==> src/pslp_pkg.sv <==
/*
 * Constants for the parallel slave port: register indices, bit positions,
 * reset values, the core phase codes and the completion stage type.
 * Assumes nothing beyond a SystemVerilog compiler.
 */
`default_nettype none

package pslp_pkg;
    // APB address width; each register index sits at byte address index * 4
    localparam int unsigned AW = 12;
    // Register indices
    localparam logic [7:0] IDX_DATA = 8'h08;
    localparam logic [7:0] IDX_CPINS = 8'h09;
    localparam logic [7:0] IDX_INTERRUPT_CONTROL = 8'h0B;
    localparam logic [7:0] IDX_PIR = 8'h0C;
    localparam logic [7:0] IDX_DATA_PORT_DIRECTION = 8'h88;
    localparam logic [7:0] IDX_CONTROL_PORT_DIRECTION_AND_SLAVE_STATUS = 8'h89;
    localparam logic [7:0] IDX_PIE = 8'h8C;
    localparam logic [7:0] IDX_ADCON = 8'h9F;
    // Field positions in the direction-and-status register
    localparam int unsigned B_IBF = 7;
    localparam int unsigned B_OBF = 6;
    localparam int unsigned B_INPUT_OVERFLOW_FLAG = 5;
    localparam int unsigned B_MODE = 4;
    // Port flag and enable position in the interrupt registers
    localparam int unsigned B_PIF = 7;
    // Reset values
    localparam logic [2:0] RST_DIR = 3'h7;
    localparam logic [7:0] RST_DATA_PORT_DIRECTION = 8'hFF;
    localparam logic [7:0] RST_INTERRUPT_CONTROL = 8'h00;
    localparam logic [2:0] RST_ANALOG_PIN_CONFIG_FIELD = 3'h0;
    localparam logic [2:0] RST_STROBES = 3'h7;
    // Analog field value that makes the control pins digital
    localparam logic [2:0] ANALOG_PIN_CONFIG_FIELD_DIGITAL = 3'h7;
    // Core phase codes, Q1..Q4 as 0..3
    localparam logic [1:0] PH_Q2 = 2'h1;
    localparam logic [1:0] PH_Q4 = 2'h3;
    // Completion stage after a strobe releases, Gray coded
    typedef enum logic [1:0]
    {
        ST_IDLE = 2'b00,
        ST_WAIT_Q2 = 2'b01,
        ST_WAIT_Q4 = 2'b11
    } pslp_stage_e;
endpackage

`default_nettype wire

==> src/pslp_core.sv <==
/*
 * Parallel slave port with its APB register file.
 * Assumes pclk at 40 MHz, active-low asynchronous presetn, an APB master,
 * and an external processor driving active-low select, write and read
 * strobes asynchronously to pclk.
 */
// Implementation choice: the APB register port.
// Notes on behaviour
// - Slave mode lets outsider read/write data
// - Control pins become read, write, select strobes
// - Strobes need input direction and digital pins
// - Two latches share one data address
// - Slave mode ignores data direction register
// - Write starts when select and write low
// - Write end sets full and interrupt flags
// - In slave mode only CPU data read clears full flag
// - Write onto unread byte sets overflow
// - Read start clears output-full flag at once
// - Read end sets interrupt flag
// - Output-full stays low until firmware writes
// - Outside slave mode both full flags clear
// - Overflow cleared only by software write
// - Interrupt flag latched, gated by enable
// - Direction bits: one input, zero output
// - Slave-mode pins use TTL input thresholds
`default_nettype none

module pslp_core
(
    input wire logic pclk,
    input wire logic presetn,
    input wire logic psel,
    input wire logic penable,
    input wire logic pwrite,
    input wire logic [pslp_pkg::AW-1:0] paddr,
    input wire logic [31:0] pwdata,
    output logic [31:0] prdata,
    output logic pready,
    output logic pslverr,
    input wire logic [7:0] data_pin_in,
    output logic [7:0] data_pin_out,
    output logic [7:0] data_pin_oe,
    input wire logic [2:0] ctl_pin_in,
    output logic [2:0] ctl_pin_out,
    output logic [2:0] ctl_pin_oe,
    output logic irq
);
    import pslp_pkg::*;

    // Address decode shared by the read mux and the write paths
    function automatic logic hit(input logic [AW-1:0] a, input logic [7:0] idx);
        return a == {2'h0, idx, 2'h0};
    endfunction

    logic [1:0] phase_q; // Q1..Q4 phase of the core clock
    logic [2:0] ctl_s1_q; // First sync stage, read only by the second
    logic [2:0] ctl_s2_q; // Synchronised strobes
    logic [7:0] dat_s1_q; // First sync stage of the data pins
    logic [7:0] dat_s2_q; // Synchronised data pins
    logic [7:0] dout_q; // Outgoing latch
    logic [7:0] din_q; // Incoming latch
    logic [2:0] cpo_q; // Control pin output latch
    logic [7:0] interrupt_control_q; // Core interrupt control, plain storage
    logic pif_q; // Port interrupt flag
    logic pie_q; // Port interrupt enable
    logic [7:0] data_port_direction_q; // Data port direction
    logic mode_q; // Slave mode select
    logic [2:0] dir_q; // Control pin directions
    logic ibf_q; // Input full
    logic obf_q; // Output full
    logic input_overflow_flag_q; // Input overflow
    logic [2:0] analog_pin_config_field_q; // Analog pin configuration field
    logic [1:0] act_q; // Previous transfer activity, 0 write, 1 read
    logic [7:0] oe_q; // Data pin enables
    logic [31:0] prdata_q; // Registered read data
    logic digital; // Control pins configured digital
    logic [2:0] ctl_eff; // Strobes as seen by the port
    logic [1:0] act; // Transfer active now
    logic [1:0] ends; // Strobe release seen this cycle
    logic [1:0] starts; // Strobe assertion seen this cycle
    logic [1:0] fire; // Completion moment on Q4
    logic acc; // APB access phase
    logic wr_acc; // APB write access
    logic rd_acc; // APB read access
    logic mapped; // Address hits a register
    logic cpu_rd_data; // CPU reads the incoming latch
    logic cpu_wr_data; // CPU writes the outgoing latch
    logic [7:0] rd_val; // Read mux output

    // Free-running four-phase sequence derived from pclk
    always_ff @(posedge pclk or negedge presetn)
    begin
        if (!presetn)
            phase_q <= 2'h0;
        else
            phase_q <= phase_q + 2'h1;
    end

    // Two-flop synchronisers; thresholds are a pad matter, not logic here
    always_ff @(posedge pclk or negedge presetn)
    begin
        if (!presetn)
        begin
            ctl_s1_q <= RST_STROBES;
            ctl_s2_q <= RST_STROBES;
            dat_s1_q <= 8'h00;
            dat_s2_q <= 8'h00;
        end
        else
        begin
            ctl_s1_q <= ctl_pin_in;
            ctl_s2_q <= ctl_s1_q;
            dat_s1_q <= data_pin_in;
            dat_s2_q <= dat_s1_q;
        end
    end

    // A pin left as output or analog can never act as a strobe
    assign digital = (analog_pin_config_field_q == ANALOG_PIN_CONFIG_FIELD_DIGITAL);
    assign ctl_eff = digital ? (ctl_s2_q | ~dir_q) : RST_STROBES;
    // Bit 2 select, bit 1 write, bit 0 read
    assign act[0] = mode_q & ~ctl_eff[2] & ~ctl_eff[1];
    assign act[1] = mode_q & ~ctl_eff[2] & ~ctl_eff[0];
    assign ends = act_q & ~act;
    assign starts = act & ~act_q;

    // Activity history for level-change detection
    always_ff @(posedge pclk or negedge presetn)
    begin
        if (!presetn)
            act_q <= 2'h0;
        else
            act_q <= act;
    end

    // Completion timing: wait for the next Q2, then flag on the Q4 after it
    for (genvar i = 0; i < 2; i++)
    begin : g_done
        pslp_stage_e st_q;
        always_ff @(posedge pclk or negedge presetn)
        begin
            if (!presetn)
                st_q <= ST_IDLE;
            else
            begin
                unique case (st_q)
                    ST_IDLE:
                    begin
                        // A release arms the completion sequence
                        if (ends[i])
                            st_q <= ST_WAIT_Q2;
                    end
                    ST_WAIT_Q2:
                    begin
                        if (phase_q == PH_Q2)
                            st_q <= ST_WAIT_Q4;
                    end
                    ST_WAIT_Q4:
                    begin
                        if (phase_q == PH_Q4)
                            st_q <= ST_IDLE;
                    end
                    default:
                    begin
                        // Unused code recovers to idle
                        st_q <= ST_IDLE;
                    end
                endcase
            end
        end
        assign fire[i] = (st_q == ST_WAIT_Q4) && (phase_q == PH_Q4);
    end

    // APB decode; the slave never inserts wait states
    assign acc = psel & penable;
    assign wr_acc = acc & pwrite;
    assign rd_acc = acc & ~pwrite;
    assign mapped = hit(paddr, IDX_DATA) | hit(paddr, IDX_CPINS) | hit(paddr, IDX_INTERRUPT_CONTROL)
        | hit(paddr, IDX_PIR) | hit(paddr, IDX_DATA_PORT_DIRECTION) | hit(paddr, IDX_CONTROL_PORT_DIRECTION_AND_SLAVE_STATUS)
        | hit(paddr, IDX_PIE) | hit(paddr, IDX_ADCON);
    assign pready = 1'b1;
    assign pslverr = acc & ~mapped;
    assign cpu_rd_data = rd_acc & hit(paddr, IDX_DATA) & mode_q;
    assign cpu_wr_data = wr_acc & hit(paddr, IDX_DATA);

    // Read mux; unmapped and reserved bits read zero
    always_comb
    begin
        rd_val = 8'h00;
        if (hit(paddr, IDX_DATA))
            rd_val = mode_q ? din_q : data_pin_in;
        else if (hit(paddr, IDX_CPINS))
            rd_val = {5'h00, digital ? ctl_pin_in : 3'h0};
        else if (hit(paddr, IDX_INTERRUPT_CONTROL))
            rd_val = interrupt_control_q;
        else if (hit(paddr, IDX_PIR))
            rd_val = {pif_q, 7'h00};
        else if (hit(paddr, IDX_DATA_PORT_DIRECTION))
            rd_val = data_port_direction_q;
        else if (hit(paddr, IDX_CONTROL_PORT_DIRECTION_AND_SLAVE_STATUS))
            rd_val = {ibf_q, obf_q, input_overflow_flag_q, mode_q, 1'b0, dir_q};
        else if (hit(paddr, IDX_PIE))
            rd_val = {pie_q, 7'h00};
        else if (hit(paddr, IDX_ADCON))
            rd_val = {5'h00, analog_pin_config_field_q};
    end

    // Read data captured in the setup phase so prdata comes from a flop
    always_ff @(posedge pclk or negedge presetn)
    begin
        if (!presetn)
            prdata_q <= 32'h0000_0000;
        else if (psel && !penable && !pwrite)
            prdata_q <= {24'h00_0000, rd_val};
    end
    assign prdata = prdata_q;

    // Plain software-owned configuration
    always_ff @(posedge pclk or negedge presetn)
    begin
        if (!presetn)
        begin
            dout_q <= 8'h00;
            cpo_q <= 3'h0;
            interrupt_control_q <= RST_INTERRUPT_CONTROL;
            pie_q <= 1'b0;
            data_port_direction_q <= RST_DATA_PORT_DIRECTION;
            mode_q <= 1'b0;
            dir_q <= RST_DIR;
            analog_pin_config_field_q <= RST_ANALOG_PIN_CONFIG_FIELD;
        end
        else if (wr_acc)
        begin
            if (hit(paddr, IDX_DATA))
                dout_q <= pwdata[7:0];
            if (hit(paddr, IDX_CPINS))
                cpo_q <= pwdata[2:0];
            if (hit(paddr, IDX_INTERRUPT_CONTROL))
                interrupt_control_q <= pwdata[7:0];
            if (hit(paddr, IDX_PIE))
                pie_q <= pwdata[B_PIF];
            if (hit(paddr, IDX_DATA_PORT_DIRECTION))
                data_port_direction_q <= pwdata[7:0];
            if (hit(paddr, IDX_CONTROL_PORT_DIRECTION_AND_SLAVE_STATUS))
            begin
                mode_q <= pwdata[B_MODE];
                dir_q <= pwdata[2:0];
            end
            if (hit(paddr, IDX_ADCON))
                analog_pin_config_field_q <= pwdata[2:0];
        end
    end

    // Incoming latch follows the bus for the whole write strobe
    always_ff @(posedge pclk or negedge presetn)
    begin
        if (!presetn)
            din_q <= 8'h00;
        else if (act[0])
            din_q <= dat_s2_q;
    end

    // Input full: completion sets, and wins over a same-cycle CPU read
    always_ff @(posedge pclk or negedge presetn)
    begin
        if (!presetn)
            ibf_q <= 1'b0;
        else if (!mode_q)
            ibf_q <= 1'b0;
        else if (fire[0])
            ibf_q <= 1'b1;
        else if (cpu_rd_data)
            ibf_q <= 1'b0;
    end

    // Output full: firmware write sets; it wins over a same-cycle read start
    always_ff @(posedge pclk or negedge presetn)
    begin
        if (!presetn)
            obf_q <= 1'b0;
        else if (!mode_q)
            obf_q <= 1'b0;
        else if (cpu_wr_data)
            obf_q <= 1'b1;
        else if (starts[1])
            obf_q <= 1'b0;
    end

    // Overflow is sticky; writing zero to its bit clears it, set wins
    always_ff @(posedge pclk or negedge presetn)
    begin
        if (!presetn)
            input_overflow_flag_q <= 1'b0;
        else if (fire[0] && ibf_q)
            input_overflow_flag_q <= 1'b1;
        else if (wr_acc && hit(paddr, IDX_CONTROL_PORT_DIRECTION_AND_SLAVE_STATUS) && !pwdata[B_INPUT_OVERFLOW_FLAG])
            input_overflow_flag_q <= 1'b0;
    end

    // Port interrupt flag: write one to clear, a same-cycle event wins
    always_ff @(posedge pclk or negedge presetn)
    begin
        if (!presetn)
            pif_q <= 1'b0;
        else if (fire[0] || fire[1])
            pif_q <= 1'b1;
        else if (wr_acc && hit(paddr, IDX_PIR) && pwdata[B_PIF])
            pif_q <= 1'b0;
    end
    assign irq = pif_q & pie_q;

    // Data pin drive: in slave mode only the read strobe decides
    always_ff @(posedge pclk or negedge presetn)
    begin
        if (!presetn)
            oe_q <= 8'h00;
        else if (mode_q)
            oe_q <= {8{act[1]}};
        else
            oe_q <= ~data_port_direction_q;
    end
    assign data_pin_oe = oe_q;
    assign data_pin_out = dout_q;
    // A clear direction bit drives the pin; firmware sets all three for slave use
    assign ctl_pin_oe = ~dir_q;
    assign ctl_pin_out = cpo_q;
endmodule

`default_nettype wire

==> config.mk <==
export PLATFORM = sky130hd
export DESIGN_NAME = pslp_core
export DESIGN_NICKNAME = d
export VERILOG_FILES = /design/src/pslp_pkg.sv /design/src/pslp_core.sv
export SDC_FILE = /design/constraint.sdc
export NUM_CORES = 1
export LEC_CHECK = 0
export BUFFER_PORTS_ARGS = -buffer_cell sky130_fd_sc_hd__buf_2
export CAP_MARGIN = 30
export CORE_ASPECT_RATIO = 0.75
export CORE_MARGIN = 4
export CORE_UTILIZATION = 30
export CTS_BUF_LIST = sky130_fd_sc_hd__clkbuf_4 sky130_fd_sc_hd__clkbuf_8
export CTS_CLUSTER_DIAMETER = 150
export DETAILED_ROUTE_END_ITERATION = 10
export PLACE_DENSITY = 0.51
export SLEW_MARGIN = 40
export SYNTH_ARGS = -nofsm -noshare
export SYNTH_HDL_FRONTEND = slang
export SYNTH_SLANG_ARGS = --single-unit
==> constraint.sdc <==
create_clock -name pclk -period 3.1 [get_ports pclk]
set_clock_uncertainty 0.2 [all_clocks]
set_input_delay 0.31 -clock pclk [delete_from_list [all_inputs] [get_ports pclk]]
set_output_delay 0.31 -clock pclk [all_outputs]
set_load 0.1 [all_outputs]
==> results_dict.tcl, run 1 <==
set metrics [dict create \
    cts-htree-levels 3 \
    drive_gt1_frac 0.416 \
    p_int_mw 1.72 \
    fin_cells 598 \
    synth-seq-cells 93 \
    ys_types 55 \
    critPathKind "primary input to primary output" \
    crit_path_max_fanout 11 \
    drt-initial-drc-count 110 \
    critPathSlowestCell "or4_1" \
    crit_arrival_ps 1950 \
    dp_hpwl_um 7660 \
    period_needed_ps 2460 \
    ir_drop_v 0.000254 \
    seqPwrFrac 0.504 \
    p_clk_frac 0.329 \
    clockBufferDepth 2 \
    placed_cells 569 \
    fmax_mhz 406 \
    fin_crit_sh 0.794 \
    comb_power_share 0.167 \
    areaGrowthSynthToFinish_pct 19.5 \
    critPathTopFamily "simple AND/OR/NAND/NOR gates" \
    antenna_left 0 \
    rsz0062_at_grt "false" \
    min_path_type "primary input to register" \
    grt_overflow 0 \
    synthArstFlopShare 1.00 \
    grt_pass1_wl_um 16500 \
    clk_pin_slew_ps 100 \
    die_w_um 145 \
    ys_top_cells_by_area "dfrtp_1 (45%), mux2_2 (12%), dfstp_2 (11%)" \
    path_common_cell "buf_2" \
    synth_edf_count 0 \
    status "finished, final reports clean" \
    critical_path_required_ps 2590 \
    numCtsBuffers 9 \
    wl_um 10400 \
    hold_viol_final 0 \
    antenna_cells 0 \
    cap_violations 0 \
    synth.top_cell.area_share 0.451 \
    ys_seq_area_frac 0.557 \
    port_buffers 67 \
    multi_input_area_mm2 0.00167 \
    finalSetupViolations 0 \
    n_fill_cell 1346 \
    synth_ff_type "dfrtp_1" \
    synth_area_leader_cell "dfrtp_1" \
    yosys_warnings 0 \
    ios 117 \
    start_kind "primary input" \
    syn_area_per_cell_um2 12.7 \
    first_pass_iters 4 \
    grt.total_usage 0.134 \
    switchingPower_mw 0.774 \
    worst_slew_pin_slew_ps 716 \
    path_cells "buf_2 > or4_1 > o21ai_0 > a31oi_2 > buf_2" \
    power_density_mw_per_mm2 496 \
    slew_violations 0 \
    drc_errors 0 \
    path_buf_inv 2 \
    root_buffer "clkbuf_8" \
    final_nets 480 \
    final-seq-area_mm2 0.00235 \
    swShare 0.310 \
    clkSinkCount 93 \
    initial_utilization 0.307 \
    vias_per_cell 4.82 \
    antenna_found_initial 0 \
    leakage_nw 2.26 \
    grt_max_degree 57 \
    core_area_mm2 0.0137 \
    wl_per_cell_um 17.3 \
    dieArea_mm2 0.0160 \
    clk_latency_ps 370 \
    synth_cells 333 \
    cts-resized-gates 0 \
    grt_pass1_vias 2941 \
    slew_headroom 0.523 \
    max_stage_delay_ps 710 \
    die_y_um 111 \
    route.vias.total 2882 \
    rows 37 \
    gp_congestion 0.869 \
    final.setup.tns_ps 0 \
    endpoint_kind "primary output" \
    cts_tree "built" \
    netlist_area_mm2 0.00422 \
]
-- flip-flops by register name, indices dropped and copies added, names as in the netlist --
signal and cells:
interrupt_control_q 8, act_q 2, ibf_q 1, data_pin_out 8, phase_q 2, input_overflow_flag_q 1, ctl_s1_q 3, data_port_direction_q 8
pif_q 1, dir_q 3, ctl_s2_q 3, prdata 8, mode_q 1, pie_q 1, dat_s2_q 8, g_done.st_q 4
din_q 8, ctl_pin_out 3, dat_s1_q 8, analog_pin_config_field_q 3, obf_q 1, data_pin_oe 8
-- per-layer routing --
metal,GRT usage,vias to the layer above,routed length (µm)
li1,-,1319,-
met1,0.194,1444,4820
met2,0.193,99,4600
met3,0.0354,20,676
met4,0.0472,0,250
met5,0,-,0
-- cell families (layout without fill, tap and decap cells) --
| family | Yosys count | count (layout) | share of synthesized area |
|---|---|---|---|
| other cells | 2 | 25 | 0.00178 |
| simple gates | 71 | 71 | 0.121 |
| compound gates | 56 | 56 | 0.0899 |
| fa+ha+maj | 2 | 2 | 0.00593 |
| buf+inv | 50 | 117 | 0.0706 |
| mux | 59 | 59 | 0.154 |
| flops | 93 | 93 | 0.557 |
-- cells in the final DEF, fill, tap and decap left out, types with 2 or more instances in the layout --
| master | instances |
|---|---|
| dfrtp_1 | 76 |
| buf_2 | 66 |
| mux2_2 | 45 |
| conb_1 | 25 |
| dfstp_2 | 17 |
| nand2_1 | 15 |
| o21ai_0 | 15 |
| mux2i_1 | 13 |
| dlygate4sd3_1 | 13 |
| inv_1 | 12 |
| clkbuf_8 | 10 |
| nand3_1 | 9 |
| buf_4 | 9 |
| a31oi_1 | 7 |
| nor2_1 | 7 |
| a21oi_1 | 7 |
| and2_1 | 6 |
| o2bb2ai_1 | 6 |
| nand4_1 | 5 |
| o21a_1 | 4 |
| nor3_1 | 3 |
| o2111ai_1 | 3 |
| a31o_2 | 3 |
| nor4b_2 | 2 |
| nor2_4 | 2 |
| nand3_4 | 2 |
| nand4_2 | 2 |
| o31ai_1 | 2 |
| a2bb2oi_1 | 2 |
| and4_1 | 2 |
| ha_1 | 2 |
-- per-stage QoR --
| stage | hold WS [ps] | util | instance area [µm²] | total power, mW | setup WS, ps |
|---|---|---|---|---|---|
| after floorplan | -186 | - | 4310 | 1.61 | 405 |
| after global placement | 135 | 0.342 | 4700 | 1.69 | 662 |
| after detailed placement | 139 | 0.342 | 4700 | 1.69 | 601 |
| after CTS | 15.4 | 0.367 | 5040 | 2.54 | 645 |
| after global routing | 16.4 | 0.367 | 5040 | 2.62 | 575 |
| final | 30.8 | 0.367 | 5040 | 2.50 | 638 |
-- repair_timing --
action | 4_1_cts | 5_1_grt
hold buffers | 13 | 0
buffers inserted | 0 | 0
hold endpoints to repair | 63 | 0
-- synth_stat cells, types with 2 or more instances --
master / count
o2bb2ai_1: 6
nand3_1: 9
inv_1: 12
o21ai_0: 15
nand4_2: 2
buf_4: 26
a31oi_1: 8
nand4_1: 5
nor3b_1: 2
clkbuf_1: 4
conb_1: 2
nand3_4: 2
o31ai_1: 2
ha_1: 2
a21oi_1: 7
nor2_4: 2
a2bb2oi_1: 2
o2111ai_1: 3
mux2i_1: 13
dfstp_2: 17
buf_1: 3
buf_2: 4
o21a_1: 4
dfrtp_1: 76
and2_1: 6
and4_1: 2
mux2_2: 45
nor2_1: 7
a31o_2: 3
nand2_1: 15
nor3_1: 3
-- final cells by class --
cell class              instances  share of cell area
inverters                      12             0.00894
repair buffers                 89               0.109
well taps                     175              0.0434
clock buffers                  11              0.0288
clock inverters                 5              0.0119
flip-flops and latches         93               0.466
multi-input cells             213               0.332
-- path summary, 6_finish.rpt --
path | from | endpoint | slack (ps) | cells past startpoint
hold / removal | pwdata[4] | interrupt_control_q[4]$_DFFE_PN0P_ | 30 | 2
min in group asynchronous | presetn | interrupt_control_q[7]$_DFFE_PN0P_ | 320 | 2
hold reg to reg | dat_s1_q[2]$_DFF_PN0_ | dat_s2_q[2]$_DFF_PN0_ | 150 | 0
setup / recovery | paddr[2] | pslverr | 640 | 5
max in group asynchronous | presetn | ctl_s2_q[1]$_DFF_PN1_ | 1650 | 3
setup reg to reg | dir_q[2]$_DFFE_PN1P_ | obf_q$_DFFE_PN0P_ | 910 | 4
-- power by group through the flow --
stage / clock [mW] / sequential (mW) / combinational (mW)
final: 0.822 / 1.26 / 0.417
after detailed placement: 0 / 1.28 / 0.408
after global placement: 0 / 1.28 / 0.404
after CTS: 0.856 / 1.26 / 0.421
after global routing: 0.911 / 1.26 / 0.440
after floorplan: 0 / 1.39 / 0.217
Note: power is estimated with default switching activity, not from simulation.
==> run 2, diff against run 1 <==
==> constraint.sdc (replaced) <==
create_clock -name pclk -period 2.5 [get_ports pclk]
set_clock_uncertainty 0.2 [all_clocks]
set_input_delay 0.25 -clock pclk [delete_from_list [all_inputs] [get_ports pclk]]
set_output_delay 0.25 -clock pclk [all_outputs]
set_load 0.1 [all_outputs]
==> run 2 against run 1 <==
Net effect:
- power rose by 25%
- clock power up 25%
- worst hold slack worse by 17 ps
- non-clock buffer count grew 7
- worst setup slack lost 280 ps
- clock-buffer cell count is 2 higher
- utilization grew 0.56 points
- register-to-register slack worse by 490 ps
- routed wire length rose by 0.51%
- first-iteration DRC count up 19%
- via count increased by 0.24%
- critical endpoint unchanged
- largest cell class unchanged
==> results_dict.tcl, run 2 (synthesis results as in run 1) <==
set metrics [dict create \
    status "finished, final reports clean" \
    dieArea_mm2 0.0160 \
    ir_drop_v 0.000295 \
    crit_arrival_ps 1690 \
    grt.total_usage 0.135 \
    reg2regPathDepth 4 \
    path_common_cell "buf_2" \
    final_nets 487 \
    design_area_mm2 0.00512 \
    final-seq-area_mm2 0.00235 \
    seqPwrFrac 0.502 \
    antenna_found_initial 2 \
    cts-htree-levels 3 \
    rows 37 \
    dp_hpwl_um 7830 \
    whs_endpoint "ctl_pin_out[2]$_DFFE_PN0P_" \
    die_y_um 111 \
    finalSetupViolations 0 \
    antenna_left 0 \
    p_clk_frac 0.331 \
    port_buffers 67 \
    cap_violations 0 \
    core_area_mm2 0.0137 \
    rsz0062_at_grt "false" \
    endpoint_kind "primary output" \
    grt_pass1_wl_um 16500 \
    cts_hold_buffers 16 \
    cts_tree "built" \
    drt-initial-drc-count 131 \
    regToRegSetupSlack_ps 420 \
    critPathKind "primary input to primary output" \
    fin_crit_sh 0.857 \
    ios 117 \
    cts_setup_buffers 0 \
    power_density_mw_per_mm2 610 \
    drive_gt1_frac 0.419 \
    wl_um 10400 \
    leakage_nw 2.29 \
    n_fill_cell 1347 \
    whs_path_depth 2 \
    gp_congestion 0.917 \
    min_from "pwdata[2]" \
    reg2reg_to "obf_q$_DFFE_PN0P_" \
    multi_input_area_mm2 0.00168 \
    clkSinkCount 93 \
    numCtsBuffers 9 \
    fmax_mhz 467 \
    comb_power_share 0.168 \
    place_area_mm2 0.00474 \
    crit_path_max_fanout 4 \
    die_w_um 145 \
    slew_violations 0 \
    clk_pin_slew_ps 80 \
    grt_pass1_vias 2920 \
    vias_per_cell 4.77 \
    first_pass_iters 5 \
    drc_errors 0 \
    critical_path_required_ps 2050 \
    min_path_type "primary input to register" \
    wl_per_cell_um 17.2 \
    max_stage_delay_ps 580 \
    start_kind "primary input" \
    layout_commonest_cell "dfrtp_1" \
    initial_utilization 0.307 \
    grt_max_degree 58 \
    worst_slew_pin_slew_ps 542 \
    root_buffer "clkbuf_8" \
    layout_common_cells "dfrtp_1 (76), buf_2 (66), mux2_2 (45)" \
    route.vias.total 2889 \
    hold_viol_final 0 \
    cts-resized-gates 0 \
    r2r-start "dir_q[2]$_DFFE_PN1P_" \
    grt_overflow 0 \
    final.setup.tns_ps 0 \
    p_int_mw 2.18 \
    clockBufferDepth 2 \
    clk_latency_ps 360 \
    switchingPower_mw 0.940 \
    swShare 0.301 \
    slew_headroom 0.636 \
    period_needed_ps 2140 \
    critPathSlowestCell "or4_1" \
    areaGrowthSynthToFinish_pct 21.3 \
    path_cells "buf_2 > or4_1 > o21ai_0 > a31oi_4 > buf_2" \
]
[run 2: how the worst max path moves through the flow]
stage / endpoint / startpoint / cells past startpoint
after floorplan: g_done[1].st_q[0]$_DFFE_PN0P_ / dir_q[0]$_DFFE_PN1P_ / 5
after global placement: prdata[2]$_DFFE_PN0P_ / paddr[1] / 6
after detailed placement: mode_q$_DFFE_PN0P_ / paddr[4] / 6
after CTS: pslverr / paddr[1] / 5
after global routing: pslverr / paddr[1] / 5
final: pslverr / paddr[1] / 5
[run 2: area by class of cell]
class                           count  area share
Sequential cell                    93       0.459
Multi-Input combinational cell    213       0.329
Timing Repair Buffer               96       0.119
Tap cell                          175      0.0428
Clock buffer                       13      0.0325
Inverter                           12     0.00880
Clock inverter                      3     0.00856
Antenna cell                        1    0.000489
[run 2: stage by stage]
step                       util  std cells  hold slack (ps)  power, mW  setup WS, ps
after floorplan               -        356             -246       1.99           132
after global placement    0.345        573             33.8       2.10           312
after detailed placement  0.345        573             50.6       2.10           277
after CTS                 0.372        605             5.72       3.17           366
after global routing      0.372        606             7.09       3.28           304
final                     0.372        606             14.1       3.12           358
[run 2: worst max-delay path, delay by kind of cell]
kind	cells	cell delay, ps
AO/OA/AOI/OAI	2	420
buffers and inverters	2	430
AND/OR/NAND/NOR	1	580
[run 2: per-layer routing]
| metal | up-vias | routed length [µm] | track usage |
|---|---|---|---|
| li1 | 1341 | - | - |
| met1 | 1414 | 4920 | 0.199 |
| met2 | 112 | 4530 | 0.189 |
| met3 | 20 | 723 | 0.0427 |
| met4 | 2 | 225 | 0.0367 |
| met5 | - | 7 | 0 |
[run 2: power groups by stage]
stage	Combinational [mW]	Sequential [mW]	Clock (mW)
detailed placement	0.508	1.59	0
CTS	0.528	1.57	1.08
global route	0.553	1.57	1.16
global placement	0.504	1.59	0
floorplan	0.271	1.72	0
finish	0.523	1.56	1.03
==> run 3, diff against run 2 <==
--- a/config.mk
+++ b/config.mk
@@ -13,6 +13,7 @@
 export CTS_BUF_LIST = sky130_fd_sc_hd__clkbuf_4 sky130_fd_sc_hd__clkbuf_8
 export CTS_CLUSTER_DIAMETER = 150
 export DETAILED_ROUTE_END_ITERATION = 10
+export HOLD_SLACK_MARGIN = 0.1
 export PLACE_DENSITY = 0.51
 export SLEW_MARGIN = 40
 export SYNTH_ARGS = -nofsm -noshare
==> run 3 against run 2 <==
Net effect:
- combinational power rose by 1%
- via count rose by 0.17%
- highest routed layer unchanged
- utilization rose by 0.36 points
- critical path type unchanged
- largest cell class unchanged
==> results_dict.tcl, run 3 (synthesis results as in run 1) <==
set metrics [dict create \
    regToRegSetupSlack_ps 430 \
    crit_arrival_ps 1680 \
    drc_errors 0 \
    total_power_mw 3.13 \
    whs_endpoint "dat_s2_q[1]$_DFF_PN0_" \
    clk_pin_slew_ps 80 \
    port_buffers 67 \
    gp_congestion 0.917 \
    wl_um 10500 \
    period_needed_ps 2130 \
    status "finished, final reports clean" \
    cts-htree-levels 3 \
    slew_violations 0 \
    core_area_mm2 0.0137 \
    ir_drop_v 0.000295 \
    endpoint_kind "primary output" \
    power_density_mw_per_mm2 605 \
    clockBufferDepth 2 \
    first_pass_iters 4 \
    clk_latency_ps 360 \
    rsz0062_at_grt "false" \
    die_y_um 111 \
    initial_utilization 0.307 \
    route.vias.total 2894 \
    grt_pass1_vias 2933 \
    final_nets 492 \
    slew_headroom 0.640 \
    start_kind "primary input" \
    comb_power_share 0.170 \
    cap_violations 0 \
    final.setup.tns_ps 0 \
    ios 117 \
    hold_viol_final 0 \
    grt_max_degree 58 \
    switchingPower_mw 0.940 \
    seqPwrFrac 0.501 \
    whs_path_depth 0 \
    p_clk_frac 0.330 \
    critical_path_required_ps 2050 \
    drt-initial-drc-count 137 \
    worst_slew_pin_slew_ps 535 \
    fin_crit_sh 0.851 \
    dp_hpwl_um 7830 \
    fmax_mhz 470 \
    min_from "dat_s1_q[1]$_DFF_PN0_" \
    antenna_found_initial 2 \
    layout_common_cells "dfrtp_1 (76), buf_2 (66), mux2_2 (45)" \
    drive_gt1_frac 0.414 \
    vias_per_cell 4.74 \
    wl_met2_um 4570 \
    reg2reg_to "obf_q$_DFFE_PN0P_" \
    wl_per_cell_um 17.1 \
    r2r-start "dir_q[2]$_DFFE_PN1P_" \
    numCtsBuffers 9 \
    leakage_nw 2.32 \
    topRoutingLayerUsed "met5" \
    wl_met1_um 4940 \
    die_w_um 145 \
    final_util 0.376 \
    grt_overflow 0 \
    min_path_type "register to register" \
    p_int_mw 2.19 \
    route.met3.wl_um 734 \
    grt.total_usage 0.135 \
    areaGrowthSynthToFinish_pct 22.5 \
    crit_path_max_fanout 4 \
    dieArea_mm2 0.0160 \
    layout_commonest_cell "dfrtp_1" \
    reg2regPathDepth 4 \
    whs_ps 152 \
    finalSetupViolations 0 \
    clkSinkCount 93 \
    rows 37 \
    antenna_left 0 \
    grt_pass1_wl_um 16500 \
    cts_tree "built" \
    swShare 0.301 \
    root_buffer "clkbuf_8" \
    critPathKind "primary input to primary output" \
]
run 3: timing repair:
action	in CTS	in global routing
hold buffers	21	0
setup buffers	0	0
hold endpoints to repair	98	0
setup endpoints to repair	0	0
resized for setup	0	0
run 3: metal layers:
| layer | vias up | GRT usage |
|---|---|---|
| met5 | - | 0 |
| met4 | 2 | 0.0367 |
| met1 | 1414 | 0.199 |
| met3 | 17 | 0.0427 |
| met2 | 111 | 0.191 |
| li1 | 1350 | - |
run 3: worst max-delay path by stage:
stage / from / endpoint
finish: paddr[1] / pslverr
global route: paddr[1] / pslverr
CTS: paddr[1] / pslverr
detailed placement: paddr[4] / mode_q$_DFFE_PN0P_
global placement: paddr[1] / prdata[2]$_DFFE_PN0P_
floorplan: dir_q[0]$_DFFE_PN1P_ / g_done[1].st_q[0]$_DFFE_PN0P_
run 3: area by class of cell:
cell class	instances	area [µm²]
Fill cell	1335	8580
Sequential cell	93	2350
Multi-Input combinational cell	213	1680
Timing Repair Buffer	101	658
Tap cell	175	219
Clock buffer	13	166
Inverter	12	45.0
Clock inverter	3	43.8
Antenna cell	1	2.50
run 3: per-stage QoR:
step | setup WS [ps] | instances | cell area, µm²
2_1_floorplan | 132 | 356 | 4320
3_3_place_gp | 312 | 573 | 4740
3_5_place_dp | 277 | 573 | 4740
4_1_cts | 366 | 610 | 5160
5_1_grt | 304 | 611 | 5170
6_report | 372 | 611 | 5170
run 3: worst max-delay path: stages:
cell and delay, ps:
buf_2 130, or4_1 570, o21ai_0 310, a31oi_4 110
buf_2 300
run 3: power groups by stage:
stage	logic (mW)	clock network [mW]	registers [mW]
global placement	0.504	0	1.59
global route	0.559	1.16	1.57
detailed placement	0.508	0	1.59
CTS	0.534	1.08	1.57
floorplan	0.271	0	1.72
finish	0.530	1.03	1.56
